### config.mk
export PLATFORM = sky130hd
export DESIGN_NAME = emb_bus_port_ctrl
export DESIGN_NICKNAME = d
export VERILOG_FILES = /design/src/emb_pkg.sv /design/src/emb_phase_gen.sv /design/src/emb_port_pad.sv /design/src/emb_bus_port_ctrl.sv
export SDC_FILE = /design/constraint.sdc
export NUM_CORES = 1
export LEC_CHECK = 0
export BUFFER_PORTS_ARGS = -buffer_cell sky130_fd_sc_hd__buf_2
export CORE_MARGIN = 2
export CORE_UTILIZATION = 51
export DETAILED_ROUTE_END_ITERATION = 8
export PLACE_DENSITY = 0.79
export SYNTH_ARGS = -nofsm -noshare
export SYNTH_HDL_FRONTEND = slang
export SYNTH_SLANG_ARGS = --single-unit
export TNS_END_PERCENT = 50
### constraint.sdc
create_clock -name clock -period 2.4 [get_ports clock]
set_input_delay 0.48 -clock clock [delete_from_list [all_inputs] [get_ports clock]]
set_output_delay 0.48 -clock clock [all_outputs]
set_load 0.02 [all_outputs]
### src/emb_pkg.sv
package emb_pkg;
    // ----------------------------------------
    // Timing
    // ----------------------------------------
    localparam int unsigned OSC_PER_MCYCLE = 12;
    localparam int unsigned OSC_PER_ALE = 6;
    localparam int unsigned RST_MIN_MCYCLES = 2;
    localparam int unsigned RST_MIN_OSC = RST_MIN_MCYCLES * OSC_PER_MCYCLE;
    localparam logic [3:0] MC_LAST = 4'(OSC_PER_MCYCLE - 1);
    localparam logic [2:0] SP_LAST = 3'(OSC_PER_ALE - 1);
    localparam logic [2:0] SP_ALE_ON = 3'h1;
    localparam logic [2:0] SP_ALE_OFF = 3'h2;
    localparam logic [2:0] SP_ADDR_LAST = 3'h3;
    localparam logic [2:0] SP_STROBE = 3'h4;
    // ----------------------------------------
    // Address map and reset values
    // ----------------------------------------
    localparam logic [15:0] INT_CODE_TOP = 16'h3fff;
    localparam logic [7:0] PORT_RESET = 8'hff;
    localparam logic [7:0] BYTE_ZERO = 8'h00;
    // ----------------------------------------
    // Alternate pin positions
    // ----------------------------------------
    localparam int unsigned P1_T2CLK = 0;
    localparam int unsigned P1_T2TRIG = 1;
    localparam int unsigned P3_RXD = 0;
    localparam int unsigned P3_TXD = 1;
    localparam int unsigned P3_IRQ0 = 2;
    localparam int unsigned P3_IRQ1 = 3;
    localparam int unsigned P3_TMR0 = 4;
    localparam int unsigned P3_TMR1 = 5;
    localparam int unsigned P3_WR = 6;
    localparam int unsigned P3_RD = 7;
    localparam int unsigned VERIFY_HI_BITS = 6;
    // ----------------------------------------
    // Types
    // ----------------------------------------
    typedef logic [7:0] emb_byte_t;
    typedef logic [15:0] emb_addr_t;
    typedef enum logic [4:0] {
        SL_NONE      = 5'b00001,
        SL_CODE_INT  = 5'b00010,
        SL_CODE_EXT  = 5'b00100,
        SL_DATA_ADDR = 5'b01000,
        SL_DATA_XFER = 5'b10000
    } emb_slot_t;
endpackage

### src/emb_phase_gen.sv
`timescale 1ns/1ns
`default_nettype none
module emb_phase_gen
(
    input wire logic clock,
    input wire logic rst,
    output logic [3:0] mcyclePhase,
    output logic [2:0] slotPhase
);
    import emb_pkg::*;

    logic [3:0] mc_q;
    logic [2:0] sp_q;

    // (RL20) Twelve clocks per machine cycle
    always_ff @(posedge clock)
    begin
        if (rst || mc_q == MC_LAST)
            mc_q <= 4'h0;
        else
            mc_q <= mc_q + 4'h1;
    end

    // Two address slots per machine cycle
    always_ff @(posedge clock)
    begin
        if (rst || sp_q == SP_LAST)
            sp_q <= 3'h0;
        else
            sp_q <= sp_q + 3'h1;
    end

    assign mcyclePhase = mc_q;
    assign slotPhase = sp_q;
endmodule
`default_nettype wire

### src/emb_port_pad.sv
`timescale 1ns/1ns
`default_nettype none
module emb_port_pad
#(
    parameter bit OPEN_DRAIN = 1'b0
)
(
    input wire logic clock,
    input wire logic rst,
    input wire emb_pkg::emb_byte_t latch,
    input wire logic busEn,
    input wire emb_pkg::emb_byte_t busByte,
    input wire logic busFloat,
    output emb_pkg::emb_byte_t padOut,
    output emb_pkg::emb_byte_t padOeN
);
    import emb_pkg::*;

    emb_byte_t out_q;
    emb_byte_t oeN_q;

    always_ff @(posedge clock)
    begin
        if (rst)
        begin
            out_q <= PORT_RESET;
            oeN_q <= PORT_RESET;
        end
        // (RL3) Bus use drives ones strongly
        else if (busEn)
        begin
            out_q <= busByte;
            oeN_q <= BYTE_ZERO;
        end
        else if (busFloat)
        begin
            out_q <= PORT_RESET;
            oeN_q <= PORT_RESET;
        end
        // (RL2) Latch one releases the pin
        else
        begin
            out_q <= latch;
            oeN_q <= latch;
        end
    end

    // (RL10) Reset releases pullup ports without waiting for an edge
    assign padOut = out_q;
    assign padOeN = OPEN_DRAIN ? oeN_q : (oeN_q | {8{rst}});
endmodule
`default_nettype wire

### src/emb_bus_port_ctrl.sv
// How it works
// (RL1) Port 0 multiplexes low address and data for external accesses.
// (RL2) Port 0 bits with latch one are released, high-impedance inputs.
// (RL3) Port 0 drives ones strongly while acting as the bus.
// (RL4) Ports 1-3 release latch-one pins to a weak pullup, readable as inputs.
// (RL5) P1 bit 0 is timer 2 clock, bit 1 its trigger.
// (RL6) Port 2 drives high address for code fetches and wide-pointer data.
// (RL7) Index-register data accesses keep port 2 showing its latch.
// (RL8) Port 3 bits carry serial, interrupts, timers, write and read strobes.
// (RL9) Outside reset is held at least two machine cycles.
// (RL10) Reset forces ports 1-3 to one without a clock edge.
// (RL11) ALE marks the low address byte on port 0.
// (RL12) ALE pulses every six clocks, even without external access.
// (RL13) Each external data access skips exactly one ALE pulse.
// (RL14) External code fetch asserts the program strobe twice per machine cycle.
// (RL15) Each data access skips two program strobe pulses.
// (RL16) Internal code fetches never assert the program strobe.
// (RL17) Select high: internal up to 3fff, else external; low: external only.
// (RL18) The access select pin is always driven high or low.
// (RL19) Verify mode: code out on port 0, address in on ports 1 and 2.
// (RL20) A machine cycle is twelve clocks; minimum reset is 24.
// (RL21) External latch takes low address on ALE fall, then port 0 is data.
`timescale 1ns/1ns
`default_nettype none
module emb_bus_port_ctrl
(
    input wire logic clock,
    input wire logic rst,
    input wire logic extAccessSelect,
    input wire logic progVerify,
    input wire logic fetchReq,
    input wire emb_pkg::emb_addr_t fetchAddr,
    output emb_pkg::emb_byte_t codeByte,
    output logic codeValid,
    input wire logic dataReq,
    input wire logic dataWrite,
    input wire logic dataWide,
    input wire emb_pkg::emb_addr_t dataAddr,
    input wire emb_pkg::emb_byte_t dataWrByte,
    output emb_pkg::emb_byte_t dataRdByte,
    output logic dataDone,
    output logic dataBusy,
    input wire logic [3:0] latchWe,
    input wire emb_pkg::emb_byte_t latchWrByte,
    output emb_pkg::emb_byte_t p0Read,
    output emb_pkg::emb_byte_t p1Read,
    output emb_pkg::emb_byte_t p2Read,
    output emb_pkg::emb_byte_t p3Read,
    input wire logic serialTxd,
    output logic serialRxd,
    output logic extIrq0Pin,
    output logic extIrq1Pin,
    output logic timer0ExtInput,
    output logic timer1ExtInput,
    output logic timer2ClockInput,
    output logic timer2TriggerInput,
    output emb_pkg::emb_addr_t intRomAddr,
    input wire emb_pkg::emb_byte_t intRomData,
    output logic addrLatchStrobe,
    output logic progStoreStrobeN,
    input wire emb_pkg::emb_byte_t p0In,
    output emb_pkg::emb_byte_t p0Out,
    output emb_pkg::emb_byte_t p0OeN,
    input wire emb_pkg::emb_byte_t p1In,
    output emb_pkg::emb_byte_t p1Out,
    output emb_pkg::emb_byte_t p1OeN,
    input wire emb_pkg::emb_byte_t p2In,
    output emb_pkg::emb_byte_t p2Out,
    output emb_pkg::emb_byte_t p2OeN,
    input wire emb_pkg::emb_byte_t p3In,
    output emb_pkg::emb_byte_t p3Out,
    output emb_pkg::emb_byte_t p3OeN
);
    import emb_pkg::*;

    function automatic logic isInternal(input logic sel, input emb_addr_t addr);
        isInternal = sel && (addr <= INT_CODE_TOP);
    endfunction

    // ----------------------------------------
    // Timing and slot sequencing
    // ----------------------------------------
    logic [3:0] mcPhase;
    logic [2:0] sp;
    emb_slot_t slot_q;
    emb_slot_t slot_d;
    emb_addr_t slotAddr_q;
    logic slotEnd;

    emb_phase_gen u_phase
    (
        .clock(clock),
        .rst(rst),
        .mcyclePhase(mcPhase),
        .slotPhase(sp)
    );

    assign slotEnd = (sp == SP_LAST);

    logic dataPend_q;
    logic dataWrite_q;
    logic dataWide_q;
    emb_addr_t dataAddr_q;
    emb_byte_t dataWrByte_q;
    logic dataBusy_q;

    always_comb
    begin
        slot_d = SL_NONE;
        if (slot_q == SL_DATA_ADDR)
            slot_d = SL_DATA_XFER;
        else if (progVerify)
            slot_d = SL_NONE;
        else if (dataPend_q)
            slot_d = SL_DATA_ADDR;
        // (RL17) Internal or external fetch select
        else if (fetchReq)
            slot_d = isInternal(extAccessSelect, fetchAddr) ? SL_CODE_INT : SL_CODE_EXT;
    end

    always_ff @(posedge clock)
    begin
        if (rst)
        begin
            slot_q <= SL_NONE;
            slotAddr_q <= 16'h0000;
        end
        else if (slotEnd)
        begin
            slot_q <= slot_d;
            if (slot_d == SL_DATA_ADDR)
                slotAddr_q <= dataAddr_q;
            else if (slot_d != SL_DATA_XFER)
                slotAddr_q <= fetchAddr;
        end
    end

    // Requests arriving while busy are dropped; core waits for dataDone
    always_ff @(posedge clock)
    begin
        if (rst)
        begin
            dataPend_q <= 1'b0;
            dataWrite_q <= 1'b0;
            dataWide_q <= 1'b0;
            dataAddr_q <= 16'h0000;
            dataWrByte_q <= BYTE_ZERO;
        end
        else if (dataReq && !dataBusy_q)
        begin
            dataPend_q <= 1'b1;
            dataWrite_q <= dataWrite;
            dataWide_q <= dataWide;
            dataAddr_q <= dataAddr;
            dataWrByte_q <= dataWrByte;
        end
        else if (slotEnd && slot_d == SL_DATA_ADDR)
            dataPend_q <= 1'b0;
    end

    logic xferEnd;
    assign xferEnd = (slot_q == SL_DATA_XFER) && slotEnd;

    always_ff @(posedge clock)
    begin
        if (rst || xferEnd)
            dataBusy_q <= 1'b0;
        else if (dataReq)
            dataBusy_q <= 1'b1;
    end

    // ----------------------------------------
    // Port latches
    // ----------------------------------------
    emb_byte_t latch_q [4];

    for (genvar i = 0; i < 4; i++)
    begin : g_latch
        always_ff @(posedge clock)
        begin
            if (rst)
                latch_q[i] <= PORT_RESET;
            else if (latchWe[i])
                latch_q[i] <= latchWrByte;
        end
    end

    // ----------------------------------------
    // Strobes
    // ----------------------------------------
    logic ale_q;
    logic psenN_q;
    logic strobeOn;

    assign strobeOn = (slot_q == SL_DATA_XFER) || (slot_q == SL_DATA_ADDR && sp >= SP_STROBE);

    always_ff @(posedge clock)
    begin
        if (rst)
        begin
            ale_q <= 1'b0;
            psenN_q <= 1'b1;
        end
        else
        begin
            // (RL12) Free-running; (RL13) skipped in the transfer slot
            ale_q <= (sp == SP_ALE_ON || sp == SP_ALE_OFF) && slot_q != SL_DATA_XFER;
            // (RL14) Two per machine cycle; (RL15) (RL16) external code slots only
            psenN_q <= !(slot_q == SL_CODE_EXT && sp >= SP_STROBE);
        end
    end

    // ----------------------------------------
    // Pin drive selection
    // ----------------------------------------
    emb_byte_t padLatch [4];
    logic padBusEn [4];
    emb_byte_t padBusByte [4];
    logic padFloat [4];
    emb_byte_t padOut [4];
    emb_byte_t padOeN [4];
    emb_byte_t p3Alt;
    logic addrPhase;
    logic extCycle;
    logic wideHigh;

    assign addrPhase = (sp <= SP_ADDR_LAST);
    assign extCycle = (slot_q == SL_CODE_EXT) || (slot_q == SL_DATA_ADDR) ||
                      (slot_q == SL_DATA_XFER);
    assign wideHigh = (slot_q == SL_CODE_EXT) ||
                      (dataWide_q && (slot_q == SL_DATA_ADDR || slot_q == SL_DATA_XFER));

    always_comb
    begin
        p3Alt = PORT_RESET;
        p3Alt[P3_TXD] = serialTxd;
        // Pad flop is the only delay, so the strobe ends with the data
        p3Alt[P3_WR] = !(strobeOn && dataWrite_q);
        p3Alt[P3_RD] = !(strobeOn && !dataWrite_q);
    end

    always_comb
    begin
        // (RL19) Code byte out as open drain, pullups outside
        padLatch[0] = progVerify ? intRomData : latch_q[0];
        padBusEn[0] = 1'b0;
        padBusByte[0] = slotAddr_q[7:0];
        padFloat[0] = 1'b0;
        // (RL1) Low address, then data or float
        if (extCycle)
        begin
            if (slot_q != SL_DATA_XFER && addrPhase)
                padBusEn[0] = 1'b1;
            else if (dataWrite_q && slot_q != SL_CODE_EXT)
            begin
                padBusEn[0] = 1'b1;
                padBusByte[0] = dataWrByte_q;
            end
            else
                padFloat[0] = 1'b1;
        end
    end

    // (RL19) Ports 1 and 2 released as address inputs in verify mode
    assign padLatch[1] = progVerify ? PORT_RESET : latch_q[1];
    assign padBusEn[1] = 1'b0;
    assign padBusByte[1] = BYTE_ZERO;
    assign padFloat[1] = 1'b0;

    // (RL6) High address; (RL7) latch otherwise
    assign padLatch[2] = progVerify ? PORT_RESET : latch_q[2];
    assign padBusEn[2] = wideHigh;
    assign padBusByte[2] = slotAddr_q[15:8];
    assign padFloat[2] = 1'b0;

    // (RL8) Alternate outputs gate the latch
    assign padLatch[3] = latch_q[3] & p3Alt;
    assign padBusEn[3] = 1'b0;
    assign padBusByte[3] = BYTE_ZERO;
    assign padFloat[3] = 1'b0;

    // (RL4) Quasi-bidirectional pads on ports 1-3; port 0 pad is open drain
    for (genvar i = 0; i < 4; i++)
    begin : g_pad
        emb_port_pad #(.OPEN_DRAIN(i == 0)) u_pad
        (
            .clock(clock),
            .rst(rst),
            .latch(padLatch[i]),
            .busEn(padBusEn[i]),
            .busByte(padBusByte[i]),
            .busFloat(padFloat[i]),
            .padOut(padOut[i]),
            .padOeN(padOeN[i])
        );
    end

    // ----------------------------------------
    // Captures
    // ----------------------------------------
    emb_byte_t code_q;
    logic codeValid_q;
    emb_byte_t rdByte_q;
    logic done_q;
    emb_addr_t romAddr_q;

    always_ff @(posedge clock)
    begin
        if (rst)
        begin
            code_q <= BYTE_ZERO;
            codeValid_q <= 1'b0;
            rdByte_q <= BYTE_ZERO;
            done_q <= 1'b0;
        end
        else
        begin
            codeValid_q <= slotEnd && (slot_q == SL_CODE_EXT || slot_q == SL_CODE_INT);
            done_q <= xferEnd;
            if (slotEnd && slot_q == SL_CODE_EXT)
                code_q <= p0In;
            else if (slotEnd && slot_q == SL_CODE_INT)
                code_q <= intRomData;
            if (xferEnd && !dataWrite_q)
                rdByte_q <= p0In;
        end
    end

    // Sampled every clock in verify mode so the pins set the address
    always_ff @(posedge clock)
    begin
        if (rst)
            romAddr_q <= 16'h0000;
        else if (progVerify)
            romAddr_q <= {2'b00, p2In[VERIFY_HI_BITS-1:0], p1In};
        else if (slotEnd)
            romAddr_q <= fetchAddr;
    end

    emb_byte_t pinRead_q [4];
    logic [6:0] alt_q;

    always_ff @(posedge clock)
    begin
        if (rst)
        begin
            pinRead_q[0] <= PORT_RESET;
            pinRead_q[1] <= PORT_RESET;
            pinRead_q[2] <= PORT_RESET;
            pinRead_q[3] <= PORT_RESET;
            alt_q <= 7'h7f;
        end
        else
        begin
            pinRead_q[0] <= p0In;
            pinRead_q[1] <= p1In;
            pinRead_q[2] <= p2In;
            pinRead_q[3] <= p3In;
            // (RL8) Alternate inputs; (RL5) timer 2 pins on port 1
            alt_q <= {p1In[P1_T2TRIG], p1In[P1_T2CLK], p3In[P3_TMR1], p3In[P3_TMR0],
                      p3In[P3_IRQ1], p3In[P3_IRQ0], p3In[P3_RXD]};
        end
    end

    assign codeByte = code_q;
    assign codeValid = codeValid_q;
    assign dataRdByte = rdByte_q;
    assign dataDone = done_q;
    assign dataBusy = dataBusy_q;
    assign p0Read = pinRead_q[0];
    assign p1Read = pinRead_q[1];
    assign p2Read = pinRead_q[2];
    assign p3Read = pinRead_q[3];
    assign {timer2TriggerInput, timer2ClockInput, timer1ExtInput, timer0ExtInput,
            extIrq1Pin, extIrq0Pin, serialRxd} = alt_q;
    assign intRomAddr = romAddr_q;
    // (RL11) Low address valid around the ALE fall
    assign addrLatchStrobe = ale_q;
    assign progStoreStrobeN = psenN_q;
    assign p0Out = padOut[0];
    assign p0OeN = padOeN[0];
    assign p1Out = padOut[1];
    assign p1OeN = padOeN[1];
    assign p2Out = padOut[2];
    assign p2OeN = padOeN[2];
    assign p3Out = padOut[3];
    assign p3OeN = padOeN[3];
endmodule
`default_nettype wire

Word-level counts from Yosys, hierarchy flattened
Memory sizes are Yosys's and may differ from the RTL's. A register that Yosys moved wholly into a read port is not among the register bits.
Cells that the tools add are included.
Cells by class
  eq/ne operators: 11
  reductions and logical operators: 36
  muxes and demuxes: 52
  bitwise gates (word level): 12
  add/subtract/negate cells: 1
  order comparisons: 3
Operators by type and width (count)
  8-bit 2-to-1 mux: 20
  16-bit 2-to-1 mux: 2
  14-bit 2-to-1 mux: 2
  8-bit OR: 3
  1-bit 2-to-1 mux: 23
  16-bit by 14-bit <= comparator with 1-bit output, second input constant: 1
  1-bit logical AND: 16
  5-bit by 4-bit == test with 1-bit output, second input constant: 2
  5-bit != test, second input constant: 2
  1-bit logical OR: 9
  8-bit AND: 1
  4-bit 2-to-1 mux: 2
  1-bit OR: 8
  2-bit nonzero test: 4
  3-bit 2-to-1 mux: 2
  5-bit by 2-bit == test with 1-bit output, second input constant: 1
  5-bit by 3-bit == test with 1-bit output, second input constant: 1
  5-bit == test, second input constant: 1
  1-bit logical NOT: 5
  5-bit 2-to-1 mux: 1
  5-bit by 3-bit != test with 1-bit output, second input constant: 1
  3-bit by 1-bit adder with 3-bit output, second input constant: 1
  3-bit by 1-bit == test with 1-bit output, second input constant: 1
  3-bit by 2-bit == test with 1-bit output, second input constant: 1
  5 further kinds: 5
Word-level totals
  logic and storage cells: 140
  memories kept: 2
  input bits: 101
  output and inout port bits: 140
  register bits: 135
  RAM bits: 64
Memory list
  latch_q: depth 4, width 8, rd ports 4, clocked after Yosys merged registers in 1, write ports 4, RTL line emb_bus_port_ctrl.sv:175  | emb_byte_t latch_q [4];
  pinRead_q: depth 4, width 8, rd ports 4, clocked after Yosys merged registers in 0, write ports 4, RTL line emb_bus_port_ctrl.sv:340  | emb_byte_t pinRead_q [4];

Longest topological paths before layout
  depth after elaboration: 11
  depth in mapped cells: 8

Hierarchy
Synthesis repeated with hierarchy kept, for this count alone.
Unflattened totals
  cell total of the unflattened synthesis: 833
  area total of the unflattened synthesis: 8824.7 sq um
Modules (own cells, without submodules)
  emb_bus_port_ctrl: area an instance 6088.3 sq um, times used 1, seq. area each 3303.2 sq um, cells an instance 571
  emb_port_pad at g_pad[1].u_pad ...: area an instance 634.4 sq um, times used 3, seq. area each 320.3 sq um, cells an instance 60
  emb_port_pad at g_pad[0].u_pad: area an instance 549.3 sq um, times used 1, seq. area each 320.3 sq um, cells an instance 53
  emb_phase_gen: area an instance 284.0 sq um, times used 1, seq. area each 140.1 sq um, cells an instance 29

Worst setup path after synthesis
OpenSTA, ideal clock, no wires.
  path kind: reg2reg
  start point: register slot_q[1]
  end point: register rdByte_q[0], in the netlist dataRdByte[0]
  data arrival time: 1.860 ns
  path buffers: 2
  path slack: 0.407 ns
  cell stages (with the launch flop): 7
  library setup time: 0.133 ns
  period minus slack after synthesis: 1.993 ns
  cells stage by stage: dfxtp_1 > buf_6 > or4b_4 > buf_6 > nor4_4 > mux2i_1 > nor2_2
On the way
  cells in the longest elaborated chain, start to end: 3
Ends and longest elaborated chain
  start, declared: RTL line emb_bus_port_ctrl.sv:85  | emb_slot_t slot_q;
  start signal, assigned: RTL line emb_bus_port_ctrl.sv:130  | slot_q <= slot_d;
  5-bit == test: RTL line emb_bus_port_ctrl.sv:162  | assign xferEnd = (slot_q == SL_DATA_XFER) && slotEnd;
  1-bit logical AND: RTL line emb_bus_port_ctrl.sv:162
  1-bit logical AND: RTL line emb_bus_port_ctrl.sv:324  | if (xferEnd && !dataWrite_q)
  end signal, assigned: RTL line emb_bus_port_ctrl.sv:325  | rdByte_q <= p0In;
  end, declared: RTL line emb_bus_port_ctrl.sv:303  | emb_byte_t rdByte_q;
No other way between the ends.
A chain may end at the register's enable or synchronous reset.

Final worst setup path
  start point: register slot_q[2]
  end point: register g_pad[2].u_pad.oeN_q[6]
On the way
  cells in the longest elaborated chain, start to end: 5
Ends and longest elaborated chain
  5-bit by 4-bit == test with 1-bit output / 5-bit == test (equally long branches): RTL line emb_bus_port_ctrl.sv:231  | (dataWide_q && (slot_q == SL_DATA_ADDR || slot_q == SL_DATA_XFER));
  1-bit logical OR: RTL line emb_bus_port_ctrl.sv:231
  1-bit logical AND: RTL line emb_bus_port_ctrl.sv:231
  1-bit logical OR (*): RTL line emb_bus_port_ctrl.sv:230  | assign wideHigh = (slot_q == SL_CODE_EXT) ||
  8-bit 2-to-1 mux (*): RTL line emb_port_pad.sv:30  | else if (busEn)
  end signal, assigned: RTL line emb_port_pad.sv:44  | oeN_q <= latch;
  end, declared: RTL line emb_port_pad.sv:20  | emb_byte_t oeN_q;
Mark *: on every way between the ends. The rest lies on a longest branch, timed or not.

==> results.toml <==
[sta]
setup_viol = 0
rsz0062_at_grt = "false"
final_count_of_hold_timing_violations = 0
setup_ws_ns = 0.2687
clock-skew-final_ns = 0.009697
worst_slew_margin_rel_pct = 60.77
period_needed_ns = 2.131
fin_tns_setup_ns = 0
layout_worst_path_cycle_share_pct = 88.80
tightestPinTransition_ns = 0.5845
timing.fmax_ghz = 0.4692
timing.final.max_slew_violations = 0

[yosys]
synth_enable_flop_cells = 32
synth_cells = 771
synth_adder_area_share_pct = 0.8146
yosys_most_used_dff = "sky130_fd_sc_hd__dfxtp_1"
syn_nets = 877
synthesis.area_sq_um = 7680
synth.yosys.warnings = 0
ys_seq_area_share_pct = 56.30
synth_top_family_by_area = "simple AND/OR/NAND/NOR gates"
xor_xnor_portion_of_the_synthesized_cell_area_pct = 0.4562
synth-simple-area-share_pct = 20.32
ys_seq_elements = 200
synth_async_sr_flop_share_pct = 0
post_synth_mux_area_share_pct = 3.275
post_synthesis_compound_gate_area_fraction_pct = 14.92
synth.distinct_cells = 51
syn_avg_cell_area_sq_um = 9.961

[grt]
grt_usage_pct = 24.98
grt_antenna_before_repair = 0
vias_in_the_first_global_route = 6030
grt_max_degree = 68
globalRouteOverflowTotal = 0
grt_first_pass_wirelength_um = 31380

[detailed_routing]
routedWlPerCell_um = 16.92
detailedRoute.firstPassIterationCount = 7
wirelength_um = 20050
drt.antenna.violating_nets = 0
via_count = 6345
dr.first_iter.drc_count = 486
drcViolationCount = 0
route.detailed.vias_per_inst = 5.354

[pwr]
reg_power_share_pct = 50.0
leakagePower_nw = 3.787
p_int_mw = 5.525
swShare_pct = 24.29
power_density_nw_per_um2 = 759.7
combPwrFrac_pct = 10.0
ir_drop_uv = 504.6
p_switching_mw = 1.772
power_frac_clock_pct = 40.0

[finish]
finalInstanceArea_sq_um = 9605
flow.area_growth_from_synthesis_pct = 25.07
antenna_cells = 0
layout.cells.non_filler = 1185
drive_above_1_share_pct = 37.46
design.final.nets = 1094

[floorplanning]
die_w_um = 126.7
row_count = 44
initial_utilization_pct = 52.44
pin_count = 241
die_area_sq_um = 16060
fp.coreArea_sq_um = 14640
chipHeight_um = 126.7

[cts]
tritoncts = "done"
cts.clk_slew.worst_paths_ns = 0.07
cts-buffers-inserted = 17
max-clock-path-buffers = 2
cts-root-buf = "sky130_fd_sc_hd__clkbuf_16"
postCtsHoldBufs = 0
clock_insertion_delay_worst_skew_ns = 0.44
post-cts-setup-buffer-count = 0
ctsHtreeMaxLevel = 4
clock_tree_sinks = 200
cts_resized = 0

[placement]
placed_cell_area_sq_um = 8989
placedCellCount = 1153
place.gp.congestion = 0.8722
final_hpwl_from_detailed_placement_um = 14390
pre_cts_ws_ns = 0.3452
place.port_buffers = 240

[worst_setup_path]
timing.setup.critical_path_class = "reg -> reg"
worst_ep_required_time_ns = 2.72
crit_arrival_ns = 2.45
timing.critical_path.from_type = "register"
critical_path.max_fanout = 11
cp-end-kind = "register"

[run_status]
result_of_the_run = "completed"

[run]
drv.max_cap_violation_count = 0

[hold_path]
hold_class = "in -> reg"
## path summary, 6_finish.rpt
| kind | slack (ns) | startpoint | cells past startpoint | end |
|---|---|---|---|---|
| setup / recovery | 0.27 | slot_q[2]$_SDFFE_PP0P_ | 4 | g_pad[2].u_pad.oeN_q[6]$_SDFF_PP1_ |
| hold / removal | 0.22 | p3In[5] | 2 | alt_q[4]$_SDFF_PP1_ |
| setup reg to reg | 0.27 | slot_q[2]$_SDFFE_PP0P_ | 4 | g_pad[2].u_pad.oeN_q[6]$_SDFF_PP1_ |
| hold reg to reg | 0.42 | latch_q[1][7]$_SDFFCE_PN1P_ | 1 | g_pad[1].u_pad.padOut[7]$_SDFF_PP1_ |
## metrics by stage
step	hold WS [ns]	power (mW)	util, %
3_5_place_dp	0.4073	4.446	61.38
6_report	0.2214	7.297	65.59
5_1_grt	0.2149	7.556	65.59
3_3_place_gp	0.4039	4.432	61.38
4_1_cts	0.2107	7.339	65.59
2_1_floorplan	0.3993	4.150	-
## layout make-up
type                            instances  area, sq um
Inverter                                5        18.77
Tap cell                              184        230.2
Fill cell                            1249         5039
Sequential cell                       200         4324
Timing Repair Buffer                  260         1354
Multi-Input combinational cell        504         3062
Clock buffer                           21        481.7
Clock inverter                         11        135.1
## power groups by stage
stage          sequential (mW)  combinational, mW  clock, mW
2_1_floorplan             3.81              0.339          0
3_3_place_gp              3.72              0.715          0
3_5_place_dp              3.72              0.724          0
4_1_cts                   3.65              0.729       2.96
5_1_grt                   3.66              0.791       3.10
6_report                  3.65              0.729       2.92
## cells in the final DEF (no fill, tap or decap), drive strengths merged, types with 10 or more instances in the layout
master,n
edfxtp,32
nor2,20
clkbuf,21
o2bb2ai,15
nand2,115
mux2i,24
nand3,11
buf,260
a211oi,11
or2,67
a21o,17
o21a,10
a21oi,56
nand2b,34
dfxtp,168
nor2b,13
nor3,13
o21ai,25
## state kept, by name, indices dropped and copies added (netlist names), 3 cells and up
name                count
pinRead_q              26
slot_q                  5
g_pad.u_pad.padOut     24
dataRdByte              8
dataAddr_q             16
g_pad.u_pad.padOeN      8
latch_q                32
g_pad.u_pad.oeN_q      16
intRomAddr             16
alt_q                   6
codeByte                8
u_phase.slotPhase       3
dataWrByte_q            8
slotAddr_q             16
## worst max-delay path, cell delays in order, from the launching register on
cell                      delay, ns
sky130_fd_sc_hd__dfxtp_1       0.55
sky130_fd_sc_hd__or3b_2        0.54
sky130_fd_sc_hd__o21ai_1       0.35
sky130_fd_sc_hd__nand3_1       0.37
sky130_fd_sc_hd__o21a_1        0.21
## routing by layer
| metal | global-route usage [%] | vias up | wire length [um] |
|---|---|---|---|
| li1 | - | 3086 | - |
| met1 | 32.93 | 2958 | 8537 |
| met2 | 41.30 | 278 | 9721 |
| met3 | 5.483 | 23 | 1472 |
| met4 | 8.080 | 0 | 317 |
| met5 | 0 | - | 0 |
## cell usage after synthesis, types with 10 or more instances
library cell                count  area [sq um]
sky130_fd_sc_hd__nand2_1      115         431.7
sky130_fd_sc_hd__o21a_1        10         75.07
sky130_fd_sc_hd__dfxtp_1      168          3363
sky130_fd_sc_hd__or2_2         67         419.2
sky130_fd_sc_hd__o2bb2ai_1     15         131.4
sky130_fd_sc_hd__a21o_1        17         127.6
sky130_fd_sc_hd__o21ai_0       23         115.1
sky130_fd_sc_hd__nor2_1        12         45.04
sky130_fd_sc_hd__nand3_1       11         55.05
sky130_fd_sc_hd__nor3_1        13         65.06
sky130_fd_sc_hd__nand2b_1      34         212.7
sky130_fd_sc_hd__nor2b_1       13         81.33
sky130_fd_sc_hd__a21oi_1       56         280.3
sky130_fd_sc_hd__a211oi_1      11         82.58
sky130_fd_sc_hd__edfxtp_1      32         960.9
sky130_fd_sc_hd__mux2i_1       24         240.2
sky130_fd_sc_hd__clkbuf_1      43         161.4
## logic make-up (layout without fill, tap and decap cells)
logic type / after synthesis / after routing
DFF: 200 / 200
adders and majority gates: 5 / 5
and+or+nand+nor: 297 / 297
xor gates and xnor gates: 4 / 4
muxes: 25 / 25
AOI/OAI and AO/OA: 173 / 173
buffers and inverters: 67 / 297
Note: power is estimated with default switching activity, not from simulation.
